<file path="src/rsc_defs.svh">
// rsc_defs.svh: strap codes, decoded ratios and reset values for the strap sampler
// assumes: included by the package and by the strap sampler modules
`ifndef RSC_DEFS_SVH
`define RSC_DEFS_SVH

// platform strap codes
`define RSC_PLAT_C16    4'h0
`define RSC_PLAT_C2     4'h2
`define RSC_PLAT_C3     4'h3
`define RSC_PLAT_C4     4'h4
`define RSC_PLAT_C5     4'h5
`define RSC_PLAT_C6     4'h6
`define RSC_PLAT_C8     4'h8
`define RSC_PLAT_C9     4'h9
`define RSC_PLAT_C10    4'ha
`define RSC_PLAT_C12    4'hc
// platform multipliers
`define RSC_MUL16       5'h10
`define RSC_MUL2        5'h02
`define RSC_MUL3        5'h03
`define RSC_MUL4        5'h04
`define RSC_MUL5        5'h05
`define RSC_MUL6        5'h06
`define RSC_MUL8        5'h08
`define RSC_MUL9        5'h09
`define RSC_MUL10       5'h0a
`define RSC_MUL12       5'h0c
`define RSC_MUL_NONE    5'h00
// core ratio in half steps (numerator over 2)
`define RSC_CORE_C2     2'h0
`define RSC_CORE_C52    2'h1
`define RSC_CORE_C3     2'h2
`define RSC_CORE_C72    2'h3
`define RSC_HALF4       3'h4
`define RSC_HALF5       3'h5
`define RSC_HALF6       3'h6
`define RSC_HALF7       3'h7
// reset values of the latched straps
`define RSC_PLAT_RST    4'h0
`define RSC_CORE_RST    2'h0
`define RSC_HALF_RST    3'h0
`define RSC_PCI_RST     1'h0

`endif

</file>
<file path="src/rsc_pkg.sv">
// rsc_pkg.sv: types shared by the strap sampler
// assumes: rsc_defs.svh is on the include path
`include "rsc_defs.svh"

package rsc_pkg;
  typedef logic [3:0] rsc_plat_code_t;
  typedef logic [1:0] rsc_core_code_t;
  typedef logic [4:0] rsc_mult_t;
  typedef logic [2:0] rsc_half_t;
  typedef enum logic [1:0] {
    RSC_ST_RESET = 2'b00,
    RSC_ST_LATCH = 2'b01,
    RSC_ST_RUN   = 2'b10
  } rsc_state_t;
endpackage

</file>
<file path="src/rsc_strap_ctrl.sv">
// rsc_strap_ctrl.sv: power-up strap sampler choosing the platform and core clock ratios
// assumes: chip reset resetn async active low; strap pins asynchronous to mclk
`timescale 1ns/10ps
`include "rsc_defs.svh"

// Behaviour
// RL1 - platform ratio from four-bit strap at power-up
// RL2 - decode platform codes, flag reserved ones
// RL3 - board always drives a valid platform code
// RL4 - core ratio from two-bit strap pair
// RL5 - weak pull-ups enabled only during reset
// RL6 - board drives width pin low for 64-bit
// RL7 - certain outputs driven actively during reset
// RL8 - output pin sampled as strap in reset
// RL9 - latch straps at release, hold till reset
module rsc_strap_ctrl
  import rsc_pkg::*;
(
  // clock and reset
  input  wire logic                     mclk,
  input  wire logic                     resetn,
  // strap pins
  input  wire rsc_pkg::rsc_plat_code_t  platform_ratio_strap,
  input  wire logic                     core_ratio_strap_hi,
  input  wire logic                     core_ratio_strap_lo,
  input  wire logic                     pci_width_strap_i,
  // functional value of the dual-use strap pin after reset
  input  wire logic                     strap_pin_func_out,
  // dual-use pin drive
  output logic                          strap_pin_o,
  output logic                          strap_pin_oe,
  // pull-up control for the configuration pins
  output logic                          cfg_pullup_en,
  // actively driven during reset
  output logic                          ready_n,
  // latched results
  output rsc_pkg::rsc_plat_code_t       platform_code,
  output rsc_pkg::rsc_mult_t            platform_mult,
  output logic                          platform_code_bad,
  output rsc_pkg::rsc_core_code_t       core_code,
  output rsc_pkg::rsc_half_t            core_half_ratio,
  output logic                          pci_is_64,
  output logic                          straps_valid
);
  import rsc_pkg::*;

  rsc_state_t     state_q, state_d;
  logic [6:0]     pins_sync;
  rsc_plat_code_t plat_s;
  rsc_core_code_t core_s;
  logic           pci_s;
  rsc_mult_t      mult_w;
  rsc_half_t      half_w;
  logic           take_w;
  rsc_plat_code_t plat_code_d;
  rsc_core_code_t core_code_d;
  rsc_mult_t      mult_d;
  logic           bad_d;
  rsc_half_t      half_d;
  logic           pci64_d;
  logic           valid_d;
  logic           run_d;
  logic           pin_oe_d;
  logic           ready_n_d;

  // decoding used for the live pins; reserved codes give zero
  function automatic rsc_mult_t plat_mult(input rsc_plat_code_t c);
    unique case (c)
      `RSC_PLAT_C16: plat_mult = `RSC_MUL16;
      `RSC_PLAT_C2:  plat_mult = `RSC_MUL2;
      `RSC_PLAT_C3:  plat_mult = `RSC_MUL3;
      `RSC_PLAT_C4:  plat_mult = `RSC_MUL4;
      `RSC_PLAT_C5:  plat_mult = `RSC_MUL5;
      `RSC_PLAT_C6:  plat_mult = `RSC_MUL6;
      `RSC_PLAT_C8:  plat_mult = `RSC_MUL8;
      `RSC_PLAT_C9:  plat_mult = `RSC_MUL9;
      `RSC_PLAT_C10: plat_mult = `RSC_MUL10;
      `RSC_PLAT_C12: plat_mult = `RSC_MUL12;
      default:       plat_mult = `RSC_MUL_NONE;
    endcase
  endfunction

  function automatic rsc_half_t core_half(input rsc_core_code_t c);
    unique case (c)
      `RSC_CORE_C2:  core_half = `RSC_HALF4;
      `RSC_CORE_C52: core_half = `RSC_HALF5;
      `RSC_CORE_C3:  core_half = `RSC_HALF6;
      `RSC_CORE_C72: core_half = `RSC_HALF7;
    endcase
  endfunction

  // straps come from board pins, so they are synchronised first
  rsc_sync2 #(.W(7)) u_sync (
    .mclk   (mclk),
    .din    ({platform_ratio_strap, core_ratio_strap_hi, core_ratio_strap_lo,
              pci_width_strap_i}),
    .dout   (pins_sync)
  );

  assign plat_s = pins_sync[6:3]; // RL1
  assign core_s = pins_sync[2:1]; // RL4
  assign pci_s  = pins_sync[0]; // RL8
  assign mult_w = plat_mult(plat_s); // RL2
  assign half_w = core_half(core_s); // RL4
  // sample once, after the sync chain has settled past release
  assign take_w = (state_q == RSC_ST_LATCH);

  // next state: reset -> settle one cycle -> latch -> run forever
  always_comb begin
    state_d = state_q;
    unique case (state_q)
      RSC_ST_RESET: state_d = RSC_ST_LATCH;
      RSC_ST_LATCH: state_d = RSC_ST_RUN;
      RSC_ST_RUN:   state_d = RSC_ST_RUN;
      default:      state_d = RSC_ST_RESET;
    endcase
  end

  // latched group: load on the one sample, else hold whatever the pins do
  assign plat_code_d = take_w ? plat_s : platform_code; // RL9
  assign core_code_d = take_w ? core_s : core_code; // RL9
  assign mult_d      = take_w ? mult_w : platform_mult; // RL1
  // no default ratio exists, so a reserved code is only reported
  assign bad_d       = take_w ? (mult_w == `RSC_MUL_NONE) : platform_code_bad; // RL2
  assign half_d      = take_w ? half_w : core_half_ratio; // RL4
  assign pci64_d     = take_w ? ~pci_s : pci_is_64; // RL6
  assign valid_d     = take_w | straps_valid; // RL9

  // pin drive enable and ready change together as the sampler enters run
  assign run_d     = (state_d == RSC_ST_RUN);
  assign pin_oe_d  = run_d; // RL8
  assign ready_n_d = ~run_d; // RL7

  // state register
  always_ff @(posedge mclk or negedge resetn) begin
    if (!resetn) begin
      state_q <= RSC_ST_RESET;
    end else begin
      state_q <= state_d;
    end
  end

  // weak pull-ups only while the pins act as straps
  always_ff @(posedge mclk or negedge resetn) begin
    if (!resetn) begin
      cfg_pullup_en <= 1'b1; // RL5
    end else begin
      cfg_pullup_en <= 1'b0; // RL5
    end
  end

  // dual-use pin stays an input until the strap has been taken
  always_ff @(posedge mclk or negedge resetn) begin
    if (!resetn) begin
      strap_pin_oe <= 1'b0; // RL8
      strap_pin_o  <= 1'b0;
    end else begin
      strap_pin_oe <= pin_oe_d; // RL8
      strap_pin_o  <= strap_pin_func_out; // RL8
    end
  end

  // ready is driven through reset, never left floating
  always_ff @(posedge mclk or negedge resetn) begin
    if (!resetn) begin
      ready_n <= 1'b1; // RL7
    end else begin
      ready_n <= ready_n_d; // RL7
    end
  end

  // raw platform code
  always_ff @(posedge mclk or negedge resetn) begin
    if (!resetn) begin
      platform_code <= `RSC_PLAT_RST;
    end else begin
      platform_code <= plat_code_d; // RL9
    end
  end

  // raw core code
  always_ff @(posedge mclk or negedge resetn) begin
    if (!resetn) begin
      core_code <= `RSC_CORE_RST;
    end else begin
      core_code <= core_code_d; // RL9
    end
  end

  // decoded platform multiplier and reserved flag
  always_ff @(posedge mclk or negedge resetn) begin
    if (!resetn) begin
      platform_mult     <= `RSC_MUL_NONE;
      platform_code_bad <= 1'b0;
    end else begin
      platform_mult     <= mult_d; // RL1
      platform_code_bad <= bad_d; // RL2
    end
  end

  // decoded core ratio in half steps
  always_ff @(posedge mclk or negedge resetn) begin
    if (!resetn) begin
      core_half_ratio <= `RSC_HALF_RST;
    end else begin
      core_half_ratio <= half_d; // RL4
    end
  end

  // bus width; low pin in reset means the wide bus
  always_ff @(posedge mclk or negedge resetn) begin
    if (!resetn) begin
      pci_is_64 <= `RSC_PCI_RST;
    end else begin
      pci_is_64 <= pci64_d; // RL6
    end
  end

  // results valid from the sample until the next reset
  always_ff @(posedge mclk or negedge resetn) begin
    if (!resetn) begin
      straps_valid <= 1'b0;
    end else begin
      straps_valid <= valid_d; // RL9
    end
  end
endmodule

</file>
<file path="src/rsc_sync2.sv">
// rsc_sync2.sv: two-flop synchroniser for a bundle of pin levels
// assumes: one clock; no reset, so the flops keep sampling while the chip is in reset
`timescale 1ns/10ps
`include "rsc_defs.svh"

module rsc_sync2 #(
  parameter int W = 1
) (
  // clock
  input  wire logic         mclk,
  // pin levels in, synchronised levels out
  input  wire logic [W-1:0] din,
  output logic      [W-1:0] dout
);
  logic [W-1:0] meta_q;

  // first flop feeds only the second; a reset here would hide the straps
  always_ff @(posedge mclk) begin
    meta_q <= din;
    dout   <= meta_q;
  end
endmodule

</file>
<file path="config.mk">
export PLATFORM = sky130hd
export DESIGN_NAME = rsc_strap_ctrl
export DESIGN_NICKNAME = d
export VERILOG_FILES = /design/src/rsc_pkg.sv /design/src/rsc_strap_ctrl.sv /design/src/rsc_sync2.sv
export VERILOG_INCLUDE_DIRS = /design/src
export SDC_FILE = /design/constraint.sdc
export NUM_CORES = 1
export LEC_CHECK = 0
export BUFFER_PORTS_ARGS = -buffer_cell sky130_fd_sc_hd__clkbuf_2
export CELL_PAD_IN_SITES_DETAIL_PLACEMENT = 1
export CELL_PAD_IN_SITES_GLOBAL_PLACEMENT = 1
export CORE_ASPECT_RATIO = 1.2
export CORE_UTILIZATION = 40
export DETAILED_ROUTE_END_ITERATION = 8
export PLACE_DENSITY_LB_ADDON = 0.1
export SYNTH_ARGS = -nofsm -noshare
export SYNTH_HDL_FRONTEND = slang
export SYNTH_SLANG_ARGS = --single-unit
</file>
<file path="constraint.sdc">
create_clock -name mclk -period 1.3 [get_ports mclk]
set_clock_uncertainty 0.05 [all_clocks]
set_input_delay 0.26 -clock mclk [delete_from_list [all_inputs] [get_ports mclk]]
set_output_delay 0.26 -clock mclk [all_outputs]
set_load 0.01 [all_outputs]
</file>
# == Yosys cells after proc, flatten, opt, wreduce, memory -nomap -nowiden ==
# Memory sizes are Yosys's and may differ from the RTL's. A register that Yosys moved wholly into a read port is not among the register bits.
# Index checks and enable logic that the tools add are counted.
# word_totals
reg_bits,37
latchBits,0
ram_bits,0
rom_bits,80
out_inout_bits,21
wordCells,30
memories,1
# mem_list
name,words,width,rd,rd_clocked_by_memory_dff,wr,line_no,text
(name not given),16,5,1,1,0,rsc_strap_ctrl.sv:68,unique case (c)
# op_classes
add_sub_neg,0
n_mul,0
div_mod_pow,0
magnitude_cmp,0
eq_ne,6
n_shift,0
n_mux,2
n_bitwise,3
n_reduce_logical,4
# op_table
cell,n
case mux 3 bit (4 select lines),1
"equality test 2 bit, second input constant",4
logical NOT 5 bit,1
"equality test 2 x 1 -> 1 bit, second input constant",2
logical NOT 2 bit,2
case mux 2 bit (2 select lines),1
NOT 1 bit,2
OR reduction 2 bit,1
bitwise OR 1 bit,1

# == Longest topological paths before layout ==
# Gate-level depths: netlist of run 1.
# depth
word_depth,5
ltp_mapped,6
ltp_nobuf,4

# == Cells and area by module ==
# From an unflattened synthesis of run 1, not the netlist that was laid out.
# unflattened
hier_cells,92
area_unflattened_um2,1183.6
# modules_own_cells
module,instances,cells_each,area_each_um2
rsc_strap_ctrl,1,78,903.4
rsc_sync2,1,14,280.3

# == Worst setup path after synthesis of run 1 ==
# Ideal clock, no wire load.
# synth_timing
kind,register to register
start,register state_q[1]
end,register core_half_ratio[2]
setup_time_ps,124
t_arrival_ps,1097
t_required_ps,1126
setup_slack_ps,29
path_stages_with_launch,6
synth_period_minus_slack_ps,1271
path_cell_list,dfrtp_1 inv_1 ha_1 buf_6 buf_8 or2_1
# synth_via
elab_chain_len,1
# synth_rtl
element,line_no,text
from (decl),rsc_strap_ctrl.sv:47,"rsc_state_t state_q, state_d;"
from (signal assigned),rsc_strap_ctrl.sv:139,state_q <= state_d;
equality test 2 x 1 -> 1 bit,rsc_strap_ctrl.sv:106,assign take_w = (state_q == RSC_ST_LATCH);
to (signal assigned),rsc_strap_ctrl.sv:204,core_half_ratio <= `RSC_HALF_RST;
to (signal assigned),rsc_strap_ctrl.sv:206,core_half_ratio <= half_d;
to (decl),rsc_strap_ctrl.sv:41,"output rsc_pkg::rsc_half_t core_half_ratio,"
# No other way between the ends.
# A chain may end at the register's enable or synchronous reset.

==> results of run 1 <==
## metal layers
metal  vias to the layer above  track usage
met2                        25        0.250
met1                       386        0.138
met3                         6       0.0738
li1                        383            -
met4                         0       0.0888
met5                         -            0
## layout make-up
| class | instances | area [um2] |
|---|---|---|
| clock inverters | 2 | 10.0 |
| well taps | 36 | 45.0 |
| fillers | 323 | 1360 |
| inverters | 8 | 30.0 |
| repair buffers | 44 | 308 |
| flip-flops and latches | 41 | 933 |
| clock buffers | 6 | 41.3 |
| multi-input cells | 37 | 324 |
## state kept, by name (all words and copies together), names as in the netlist
| name | flops |
|---|---|
| u_sync.dout | 7 |
| u_sync.meta_q | 7 |
| mult_w | 5 |
| platform_mult | 5 |
| platform_code | 4 |
| core_half_ratio | 3 |
| core_code | 2 |
| state_q | 2 |
| cfg_pullup_en | 1 |
| pci_is_64 | 1 |
| platform_code_bad | 1 |
| ready_n | 1 |
| strap_pin_o | 1 |
| straps_valid | 1 |
## worst max-delay path by stage
stage	from	to	slack, ns	depth (start not counted)
2_1_floorplan	state_q[1]$_DFF_PN0_	core_half_ratio[2]$_DFFE_PN0N_	0.03	5
4_1_cts	ready_n$_DFF_PN1_	ready_n	-0.04	1
6_report	state_q[1]$_DFF_PN0_	strap_pin_oe	0.003	2
3_5_place_dp	state_q[1]$_DFF_PN0_	platform_code[3]$_DFFE_PN0N_	-0.06	4
3_3_place_gp	state_q[1]$_DFF_PN0_	platform_code[0]$_DFFE_PN0N_	-0.03	4
5_1_grt	state_q[1]$_DFF_PN0_	strap_pin_oe	-0.06	2
## logic make-up after synthesis
logic type,share of synthesized area
fa+ha+maj,0.0194
xor+xnor,0.00680
compound gates,0.0632
other cells,0.00291
mux,0.0865
simple gates,0.0398
flops,0.725
buf+inv,0.0564
## cell usage in the layout (no fill, tap or decap)
cell and count:
a21oi_1 3, a31o_2 1, and2b_2 1, buf_4 2, buf_6 6, clkbuf_1 1
clkbuf_2 27, clkbuf_4 5, clkinv_2 2, conb_1 1, dfrtp_1 20, dfstp_2 2
dfxtp_1 19, dlygate4sd3_1 9, ha_1 1, ha_4 1, inv_1 7, inv_2 1
mux2_2 1, mux2_4 8, mux2i_1 1, nand2_1 2, nor2_1 3, nor3_1 1
nor4_1 1, o211a_1 1, o21a_1 3, o21ai_0 5, or2_1 2, xor2_1 1
## critical path: stages (launching register included)
cell	delay, ns
dfrtp_1	0.42
buf_6	0.12
buf_6	0.11
## metrics by stage
| step | instance area, um2 | std cells | utilization | power (uW) |
|---|---|---|---|---|
| after floorplan | 1290 | 90 | - | 1450 |
| after global placement | 1480 | 157 | 0.484 | 1510 |
| after detailed placement | 1480 | 157 | 0.484 | 1520 |
| after CTS | 1640 | 174 | 0.537 | 2140 |
| after global routing | 1690 | 174 | 0.554 | 2240 |
| final | 1690 | 174 | 0.554 | 2110 |
## timing repair
item	in CTS	in global routing
gates resized for setup	4	15
setup endpoints to repair	12	11
endpoints found under the hold margin	28	0
hold buffers	9	0
## power by group
part           internal [uW]  switching [uW]  leakage (uW)
registers               1330            38.1      0.000415
clock network            206             389     0.0000320
logic                   86.3            63.5      0.000371
==> results, run 1 <==
- The routed design could run at a clock period as short as approximately 1.3 ns.
- In this run the count of I/O pins placed on the die edge is 31.
- The total routing usage reported by global routing is 0.149.
- The cell sitting at the root of the clock tree is a clkbuf_4.
- The critical register-to-register path endpoint is platform_mult[4]$_DFFE_PN0N_.
- The slew at the pin with the worst max-slew slack is 0.542 ns.
- The mean number of vias per cell is approximately 4.6.
- TritonCTS created 5 clock buffers.
- Dividing the final minimum period by the clock period gives 0.998.
- 0 antenna diodes ended up in the layout.
- For this block, wires on met1 add up to ~900 um.
- The number of cells on the worst reg-to-reg path is 4.
- The detailed router's first-iteration violation count is 11.
- Setup slack on the critical path of the routed design comes to between 0.003 and 0.004 ns.
- The average cell area after synthesis is around 14 um2.
- The critical path startpoint category is a flip-flop.
- In this run the horizontal extent of the chip is roughly 54 um.
- The count of max-cap constraint violations is 0.
- The area overhead of the layout relative to synthesis is 31.4%.
- The clock network latency to the later pin of the worst-skew pair is ~0.34 ns.
- The buffer depth of the longest clock path is 2.
- Buffers placed on the I/O ports in this run total 30.
- For this configuration, the core starts out at a cell density of 0.421.
- From bottom edge to top edge, the die measures 64.2 um.
- The aggregate negative setup slack is 0 ns.
- The number of hold violations in the final report was 0.
- The run finished with clean final reports.
- In this run, synthesis inferred 0 flip-flops with an integrated enable.
- The final routed wire length divided by cell count is 12.8 um.
- The H-tree was split into 2 levels.
- For hold timing, the worst endpoint is u_sync.dout[1]$_DFF_P_.
- The uppermost layer routed is met4.
- Routability-driven placement finished with a final weighted congestion of 0.625.
- The share of layout cells above drive strength 1 is 0.413.
- The post-route antenna net violation count is 0.
- Summed over all cells, the static leakage comes to slightly above 0.0008 uW.
- TritonCTS built the clock tree.
- The residual DRC count is 0.
- The most numerous cell in the Yosys netlist is dfrtp_1.
- Data on the critical path is required at its endpoint by roughly 0.99 ns.
- The core area is between 3000 and 4000 um2.
- Setup repair after global routing could not meet its margin everywhere.
- Counting distinct cell types in the post-synthesis netlist gives 23.
- The routed design uses roughly 1100 um of met2 wire.
- The number of search-and-repair iterations in the first detailed-routing pass is 4.
- For this run the aggregate overflow at the end of global routing stands at 0.
- The number of endpoints failing setup at the final stage is 0.
- The detailed placement HPWL is approximately 1500 um.
- For this run, the number of Yosys warnings is 0.
- The post-detailed-routing wire length is roughly 2200 um.
- The final net count is ~150.
- The nature of the critical path endpoint is a primary output.
- The count of mapped cells out of synthesis is 90.
- Synthesis inferred between 40 and 50 register bits.
- In this run the worst path has a maximum fanout of 2.
- After clock tree synthesis, the clock-pin slew on the worst setup and hold paths is 0.12 ns.
- The first global-routing pass estimated approximately 3500 um of wire.
- The commonest cells after synthesis are dfrtp_1 (20), dfxtp_1 (19), mux2_2 (9), inv_1 (8), o21ai_0 (5).
- The worst-case hold slack is ~0.30 ns.
- Among all flip-flop cells after synthesis, the most frequent one is dfrtp_1.
- The path class of the tightest hold or removal check is flip-flop to flip-flop.
- For this block, the via count after detailed routing is 800.
- The share of the synthesized area in the top cell type is 0.389.
- The startpoint identified for the worst register-to-register timing path is state_q[1]$_DFF_PN0_.
- The headroom to the max-slew limit is 0.639.
- The share of flip-flops with an asynchronous set or reset is 0.537.
- The class of the most critical setup path is flip-flop to primary output.
- The row count is 22.
- For this design the ratio of total power to cell area is approximately 1200 nW/um2.
- The setup check on the worst reg-to-reg path leaves a slack of 0.05 ns.
- The launch instance of the worst min-delay path is u_sync.meta_q[1]$_DFF_P_.
- Buffers added to address setup during post-CTS repair amount to 0.
- The initial antenna violation count is 0.
- Of all cell types, the one taking the most synthesized area is dfrtp_1.
- The total number of clock tree sinks is 41.
- The routed design uses 137 um of met3 wire.
- Based on the critical path, the design can be clocked at up to 771 MHz.
- The portion of the post-synthesis area used by sequential elements is 0.725.
- The number of global-route vias before repair was approximately 820.
- The final max-slew violation count is 0.
- When the netlist entered floorplanning its net count stood at between 100 and 150.
- The die covers between 3000 and 4000 um2.
- Prior to clock tree synthesis, the placed netlist has a worst setup slack of -0.0573 ns.
- Across the VDD grid, the largest voltage drop is between 0.0007 and 0.0008 V.
- Summing every instance area after synthesis gives 1290 um2.
- Sorting the synthesized cells by area gives the leading types as dfrtp_1 (39%), dfxtp_1 (30%), mux2_2 (7.9%).
- Along the worst hold path, the cell count comes to 0.
- The critical path data arrival time is 0.99 ns.
- Entering global routing, the biggest net connects 23 pins.
(Power assumes the default switching activity.)
==> inputs of run 2 (changes only) <==
--- a/config.mk
+++ b/config.mk
@@ -7,12 +7,14 @@
 export NUM_CORES = 1
 export LEC_CHECK = 0
 export BUFFER_PORTS_ARGS = -buffer_cell sky130_fd_sc_hd__clkbuf_2
+export CAP_MARGIN = 20
 export CELL_PAD_IN_SITES_DETAIL_PLACEMENT = 1
 export CELL_PAD_IN_SITES_GLOBAL_PLACEMENT = 1
 export CORE_ASPECT_RATIO = 1.2
 export CORE_UTILIZATION = 40
 export DETAILED_ROUTE_END_ITERATION = 8
 export PLACE_DENSITY_LB_ADDON = 0.1
+export SETUP_SLACK_MARGIN = 0.15
 export SYNTH_ARGS = -nofsm -noshare
 export SYNTH_HDL_FRONTEND = slang
 export SYNTH_SLANG_ARGS = --single-unit
==> run 2 against run 1 <==
The run now ends with setup timing left. Register-to-register slack lost 0.05 ns. Critical path depth unchanged. Combinational power up 25%. Die area stayed put. Sequential share of layout area fell by 4.9 points. Via count rose by 6.8%. First-iteration DRC count down 55%. Sequential cell count stayed put. Largest power group unchanged. Critical path type unchanged.
==> results, run 2 (synthesis results as in run 1) <==
- The die area was 3450 um2 (unchanged).
- The residual DRC count was 0 (unchanged).
- The worst-case hold slack is 0.291 ns (-0.00449 ns).
- The delay contributed by the slowest stage of the critical path is 0.42 ns (about the same).
- The number of global-route vias before repair came to 871 (+6.6%).
- The class of the most critical setup path is flip-flop to primary output.
- The starting density of the core is 0.421 (unchanged).
- The row count is 22 (unchanged).
- The initial antenna violation count is 0 (unchanged).
- The TritonCTS clock tree is yes.
- The power per standard cell area is 1160 nW/um2 (-7.1%).
- The buffer depth of the longest clock path was 2 (unchanged).
- The total number of clock tree sinks is 41 (unchanged).
- The largest registers in the layout are u_sync.dout (7), u_sync.meta_q (7).
- The first-pass GRT wire length was 3850 um (+11%).
- The number of diodes is 0 (unchanged).
- The most frequent cell on the critical path is buf_6.
- The detailed router's first-iteration violation count is 5 (-6).
- The final critical delay including setup and external delays was 1.31 ns (+0.0124 ns).
- The highest clock frequency the design can meet is 764 MHz (-0.95%).
- The mean number of vias per cell is 4.54 (-1.2%).
- The power share of the combinational group is 0.087 (+0.016).
- The switching power is 500 uW (+1.9%).
- The post-route antenna net violation count is 0 (unchanged).
- The clock network latency to the later pin of the worst-skew pair came to 0.34 ns (about the same).
- The number of cells on the critical path is 2 (unchanged).
- The critical path data arrival time came to 1.00 ns (about the same).
- The final net count came to 163 (+9.4%).
- The clock-pin slew of the registers on the worst-case setup and hold paths is 0.12 ns (about the same).
- The maximum VDD drop is 0.000823 V (+8.3%).
- The count of max-cap constraint violations is 0 (unchanged).
- The final routed wire length divided by cell count came to 13.9 um (+8.4%).
- The path class of the tightest hold or removal check is flip-flop to flip-flop.
- The deepest level of the CTS H-tree came to 2 (unchanged).
- The pin count of the biggest net entering global routing is 23 (unchanged).
- The post-detailed-routing wire length is 2620 um (+17%).
- The CTS buffer count is 5 (unchanged).
- The leakage power is 0.000904 uW (+10%).
- The highest fanout seen on the critical path is 2 (unchanged).
- The detailed placement HPWL came to 1500 um (+0.30%).
- CTS placed an instance of clkbuf_4 at the clock tree root.
- The worst setup path is captured at a primary output.
- The floorplan die width is 53.8 um (unchanged).
- The final worst-path cycle share was 1.01 (+0.00953).
- The core area is 3060 um2 (unchanged).
- The final max-slew violation count is 0 (unchanged).
- The number of buffer cells added on primary ports is 30 (unchanged).
- The data required time at the worst endpoint is 0.99 ns (about the same).
- The sequential cell fraction of total power is 0.636 (-0.012).
- The total I/O pin count is 31 (unchanged).
- The library cell used most frequently in the layout, excluding fill and tap cells, is dfrtp_1.
- The worst slack at placement came to -0.0397 ns (+0.0176 ns).
- The global-route congestion overflow total is 0 (unchanged).
- The area growth from synthesis to layout is 44.1%.
- The number of search-and-repair iterations in the first detailed-routing pass is 2 (-2).
- In the layout the commonest cells are dfrtp_1 (20), dfxtp_1 (19), buf_4 (14).
- The vertical die dimension is 64.2 um (unchanged).
- The number of hold violations in the final report is 0 (unchanged).
- The headroom to the max-slew limit is 0.640 (+0.00101).
- The slew at the pin with the worst max-slew slack is 0.540 ns (-0.00151 ns).
- The total routing usage reported by global routing is 0.167 (+0.0184).
- The number of cells traversed by the worst register-to-register path is 4 (unchanged).
- The total number of vias came to 854 (+6.8%).
- The switching part of the total came to 0.232 (about the same).
- The final reports fail on setup timing.
- The slack of the critical path is -0.00923 ns (-0.0124 ns).
- The total internal power is 1650 uW (+1.9%).
- The share of layout cells above drive strength 1 is 0.480 (+0.0672).
- The placer's final routability congestion estimate is 0.615 (-1.5%).
- The cell type group with the largest total delay on the critical path is flip-flops.
- The cell count of the worst hold path is 0 (unchanged).
- The number of buffer and inverter stages on the critical path came to 2 (unchanged).
- The largest individual stage delay along the critical path comes from the cell dfrtp_1.
- The signal on the critical path passes through buf_6, buf_6.
- The critical path startpoint category is a flip-flop.
- The number of endpoints failing setup at the final stage is 2 (+2).
- The number of fill cells in the layout is 311 (-3.7%).
- The flow ran to the end, but the final reports show violations.
- Setup repair after global routing could not meet its margin everywhere.
- The clock network fraction of total power is 0.277 (-0.005).
run 2: changes by cell type in the layout (fill, tap and decap cells not counted), moves of 2 or more:
cell	delta
buf_4	+12
buf_6	+7
o21ai_1	+2
clkbuf_2	-17
buf_2	+11
o21ai_0	-3
run 2: worst register-to-register path, cell delays in order (launching register included):
cell and delay (ns):
dfrtp_1 0.42, inv_2 0.09, ha_4 0.18, buf_8 0.15, mux2_4 0.30
run 2: final cells by class:
class | instances | area (um2) | area share
clock buffer | 6 | 41.3 | 0.0223
clock inverter | 2 | 10.0 | 0.00539
inverter | 8 | 30.0 | 0.0162
multi-input combinational | 37 | 334 | 0.180
sequential | 41 | 933 | 0.503
tap | 36 | 45.0 | 0.0243
timing repair buffer | 58 | 462 | 0.249
run 2: power by group through the flow:
| stage | sequential, uW | combinational [uW] | clock [uW] |
|---|---|---|---|
| 6_report | 1370 | 188 | 596 |
| 2_1_floorplan | 1400 | 50.9 | 0 |
| 5_1_grt | 1380 | 207 | 674 |
| 3_3_place_gp | 1390 | 117 | 0 |
| 3_5_place_dp | 1390 | 121 | 0 |
| 4_1_cts | 1370 | 166 | 620 |
run 2: routing by layer:
layer  vias to the layer above  global-route usage  wire length (um)
met5                         -                   0                 0
met4                         0               0.138                82
met3                         8              0.0500                97
met2                        24               0.264              1430
met1                       412               0.175              1010
li1                        410                   -                 -
run 2: final timing paths:
kind                       slack [ns]                     start                           end
min                              0.29  u_sync.meta_q[1]$_DFF_P_        u_sync.dout[1]$_DFF_P_
max in group asynchronous        0.47                    resetn       cfg_pullup_en$_DFF_PN1_
max reg2reg                         0      state_q[1]$_DFF_PN0_  platform_code[3]$_DFFE_PN0N_
min in group asynchronous        0.36                    resetn         strap_pin_o$_DFF_PN0_
min reg2reg                      0.29  u_sync.meta_q[1]$_DFF_P_        u_sync.dout[1]$_DFF_P_
max                            -0.009      state_q[1]$_DFF_PN0_                  strap_pin_oe
run 2: through the flow:
step | utilization | total power [uW] | cells | cell area [um2] | TNS [ns]
after global routing | 0.607 | 2260 | 188 | 1860 | -0.337
after CTS | 0.571 | 2150 | 182 | 1740 | -0.0704
after detailed placement | 0.484 | 1520 | 157 | 1480 | -0.195
after floorplan | - | 1450 | 90 | 1290 | 0
after global placement | 0.484 | 1510 | 157 | 1480 | -0.0137
final | 0.607 | 2150 | 188 | 1860 | -0.0129
run 2: repair_timing:
action | 4_1_cts | 5_1_grt
setup endpoints to repair | 37 | 35
hold buffers | 9 | 0
buffers inserted | 8 | 6
endpoints found under the hold margin | 28 | 0
pin swaps | 2 | 1
resized for setup | 17 | 35
==> inputs of run 3 (changes only) <==
--- a/config.mk
+++ b/config.mk
@@ -11,10 +11,10 @@
 export CELL_PAD_IN_SITES_DETAIL_PLACEMENT = 1
 export CELL_PAD_IN_SITES_GLOBAL_PLACEMENT = 1
 export CORE_ASPECT_RATIO = 1.2
-export CORE_UTILIZATION = 40
+export CORE_UTILIZATION = 36
 export DETAILED_ROUTE_END_ITERATION = 8
 export PLACE_DENSITY_LB_ADDON = 0.1
-export SETUP_SLACK_MARGIN = 0.15
+export SETUP_SLACK_MARGIN = 0.1
 export SYNTH_ARGS = -nofsm -noshare
 export SYNTH_HDL_FRONTEND = slang
 export SYNTH_SLANG_ARGS = --single-unit
==> run 3 against run 2 <==
The run now ends clean. Critical endpoint is now platform_mult[0]$_DFFE_PN0N_. Largest power group unchanged. Combinational power is 29% lower. Clock power up 48%. Critical path depth up 2.
==> results, run 3 (synthesis results as in run 1) <==
- The worst hold path terminates at u_sync.meta_q[1]$_DFF_P_.
- The leakage power is 0.000813 uW (-10%).
- Compared with the post-synthesis result, the final layout area differs by 30.4%.
- The critical path data arrival time came to 1.37 ns (+0.37 ns).
- The number of search-and-repair iterations in the first detailed-routing pass was 2 (unchanged).
- The deepest level of the CTS H-tree is 2 (unchanged).
- The signal on the critical path passes through inv_2, ha_4, clkbuf_16, mux2_4.
- The first-pass GRT wire length was 3630 um (-5.7%).
- The class of the most critical setup path is flip-flop to flip-flop.
- The power consumption is 2390 uW (+11%).
- The global routing met3 resource utilization was 0.0460 (-0.00402).
- The maximum VDD drop came to 0.000950 V (+15%).
- The residual DRC count is 0 (unchanged).
- The starting density of the core is 0.382 (-0.0390).
- The total number of clock tree sinks is 41 (unchanged).
- The placer's final routability congestion estimate is 0.643 (+4.5%).
- The cell type group with the largest total delay on the critical path is flip-flops.
- The global-route congestion overflow total is 0 (unchanged).
- The final max-slew violation count came to 0 (unchanged).
- The total number of vias is 777 (-9.0%).
- The clock network latency to the later pin of the worst-skew pair was 0.29 ns (-0.05 ns).
- The highest clock frequency the design can meet was 799 MHz (+4.6%).
- The row count was 23 (+4.5%).
- The data required time at the worst endpoint was 1.42 ns (+0.43 ns).
- The vertical die dimension is 67.5 um (+5.2%).
- The delay contributed by the slowest stage of the critical path is 0.39 ns (-0.03 ns).
- The highest fanout seen on the critical path is 5 (+3).
- The detailed router's first-iteration violation count is 7 (+2).
- The final worst-path cycle share is 0.963 (-0.0441).
- The number of buffer cells added on primary ports was 30 (unchanged).
- The layer flagged by global routing as most heavily used is met2.
- The worst setup path is captured at a flip-flop.
- The global routing met2 resource utilization was 0.219 (-0.0448).
- The final net count is 141 (-13%).
- The number of cells traversed by the worst register-to-register path was 4 (unchanged).
- The run finished with clean final reports.
- The detailed placement HPWL is 1490 um (-0.40%).
- The beginning of the worst register-to-register path is state_q[1]$_DFF_PN0_.
- The headroom to the max-slew limit is 0.634 (-0.00609).
- The number of global-route vias before repair is 803 (-7.8%).
- The fraction of the core area covered by cells at the end of the flow came to 0.499 (-0.109).
- The final critical delay including setup and external delays was 1.25 ns (-0.0574 ns).
- TritonCTS built the clock tree.
- The pin count of the biggest net entering global routing came to 23 (unchanged).
- The flop-to-flop setup slack is 0.05 ns (+0.05 ns).
- The post-detailed-routing wire length was 2210 um (-15%).
- The cell count of the worst hold path came to 1 (+1).
- The library cell used most frequently in the layout, excluding fill and tap cells, is clkbuf_2.
- The critical path startpoint category is a flip-flop.
- The die area was 3820 um2 (+11%).
- The final routed wire length divided by cell count came to 13.3 um (-4.7%).
- Setup repair after global routing could not meet its margin everywhere.
- The share of layout cells above drive strength 1 is 0.446 (-0.0341).
- The worst-case hold slack is 0.0203 ns (-0.270 ns).
- The total I/O pin count is 31 (unchanged).
- The number of diodes is 0 (unchanged).
- Leaving out fill and tap cells, the most frequent cells in the layout are clkbuf_2 (28), dfrtp_1 (20), dfxtp_1 (19).
- The number of hold violations in the final report came to 0 (unchanged).
- The count of max-cap constraint violations is 0 (unchanged).
- The buffer depth of the longest clock path was 2 (unchanged).
- In the final layout, the registers with the most flip-flops are u_sync.dout (7), u_sync.meta_q (7).
- The power per standard cell area is 1420 nW/um2 (+22%).
- The slew at the pin with the worst max-slew slack came to 0.550 ns (+0.00914 ns).
- The total routing usage reported by global routing was 0.133 (-0.0340).
- The number of buffer and inverter stages on the critical path came to 2 (unchanged).
- CTS placed an instance of clkbuf_8 at the clock tree root.
- The post-route antenna net violation count is 0 (unchanged).
- The initial antenna violation count came to 0 (unchanged).
- The slowest cell on the critical path is dfrtp_1.
- The number of endpoints failing setup at the final stage is 0 (-2).
- The global-route met1 utilization is 0.147 (-0.0283).
- The mean number of vias per cell is 4.65 (+2.4%).
- The aggregate negative setup slack is 0 ns (+0.0129 ns).
- The min-delay analysis places its worst path in the category input pin to flip-flop.
- The launch instance of the worst min-delay path is core_ratio_strap_lo.
- The core area is 3370 um2 (+10%).
- The clock-pin slew of the registers on the worst-case setup and hold paths is 0.07 ns (-0.05 ns).
- The critical register-to-register path endpoint is platform_mult[0]$_DFFE_PN0N_.
- The CTS buffer count is 5 (unchanged).
- The floorplan die width was 56.6 um (+5.2%).
## run 3: cell types whose count changed in the layout (fill, tap and decap cells not counted), moves of 2 or more
| cell | delta |
|---|---|
| o21ai_0 | +3 |
| dlygate4sd3_1 | -8 |
| buf_4 | -11 |
| clkbuf_2 | +18 |
| buf_2 | -11 |
| clkbuf_4 | -5 |
| o21ai_1 | -2 |
| buf_6 | -11 |
| clkbuf_8 | +7 |
## run 3: report_power, final
| group | switching, uW | internal (uW) |
|---|---|---|
| clock network | 405 | 479 |
| registers | 37.6 | 1330 |
| logic | 61.5 | 71.9 |
## run 3: final cells by class
cell class	instances	area (um2)
Fill cell	358	1690
Sequential cell	41	933
Multi-Input combinational cell	37	328
Timing Repair Buffer	36	240
Clock buffer	7	96.3
Tap cell	37	46.3
Inverter	8	30.0
Clock inverter	1	5.00
## run 3: metrics by stage
step           setup slack, ns  area [um2]  std cells
2_1_floorplan           0.0292        1290         90
3_3_place_gp            0.0134        1470        155
3_5_place_dp           -0.0409        1470        155
4_1_cts                 0.0480        1600        165
5_1_grt                 0.0188        1680        167
6_report                0.0481        1680        167
## run 3: what timing repair did
item / 4_1_cts / 5_1_grt
endpoints found under the hold margin: 20 / 0
setup endpoints to repair: 14 / 12
gates cloned: 0 / 1
buffers inserted: 1 / 1
hold buffers: 1 / 0
resized for setup: 3 / 13
pin swaps: 0 / 0
## run 3: worst max path at each step
stage,slack (ns),from,endpoint,depth (start not counted)
2_1_floorplan,0.03,state_q[1]$_DFF_PN0_,core_half_ratio[2]$_DFFE_PN0N_,5
3_3_place_gp,0.01,state_q[1]$_DFF_PN0_,platform_mult[0]$_DFFE_PN0N_,4
3_5_place_dp,-0.04,state_q[1]$_DFF_PN0_,platform_code[1]$_DFFE_PN0N_,4
4_1_cts,0.05,state_q[1]$_DFF_PN0_,platform_code[1]$_DFFE_PN0N_,4
5_1_grt,0.02,state_q[1]$_DFF_PN0_,platform_code[0]$_DFFE_PN0N_,4
6_report,0.05,state_q[1]$_DFF_PN0_,platform_mult[0]$_DFFE_PN0N_,4
## run 3: per-layer routing
metal,part of all wire,vias up
met5,0,-
met1,0.40,386
met4,0.026,0
met2,0.52,23
li1,-,363
met3,0.055,5
## run 3: worst register-to-register path: stages (launching register included)
cell and delay, ns:
dfrtp_1 0.39, inv_2 0.08, ha_4 0.17, clkbuf_16 0.16, mux2_4 0.29
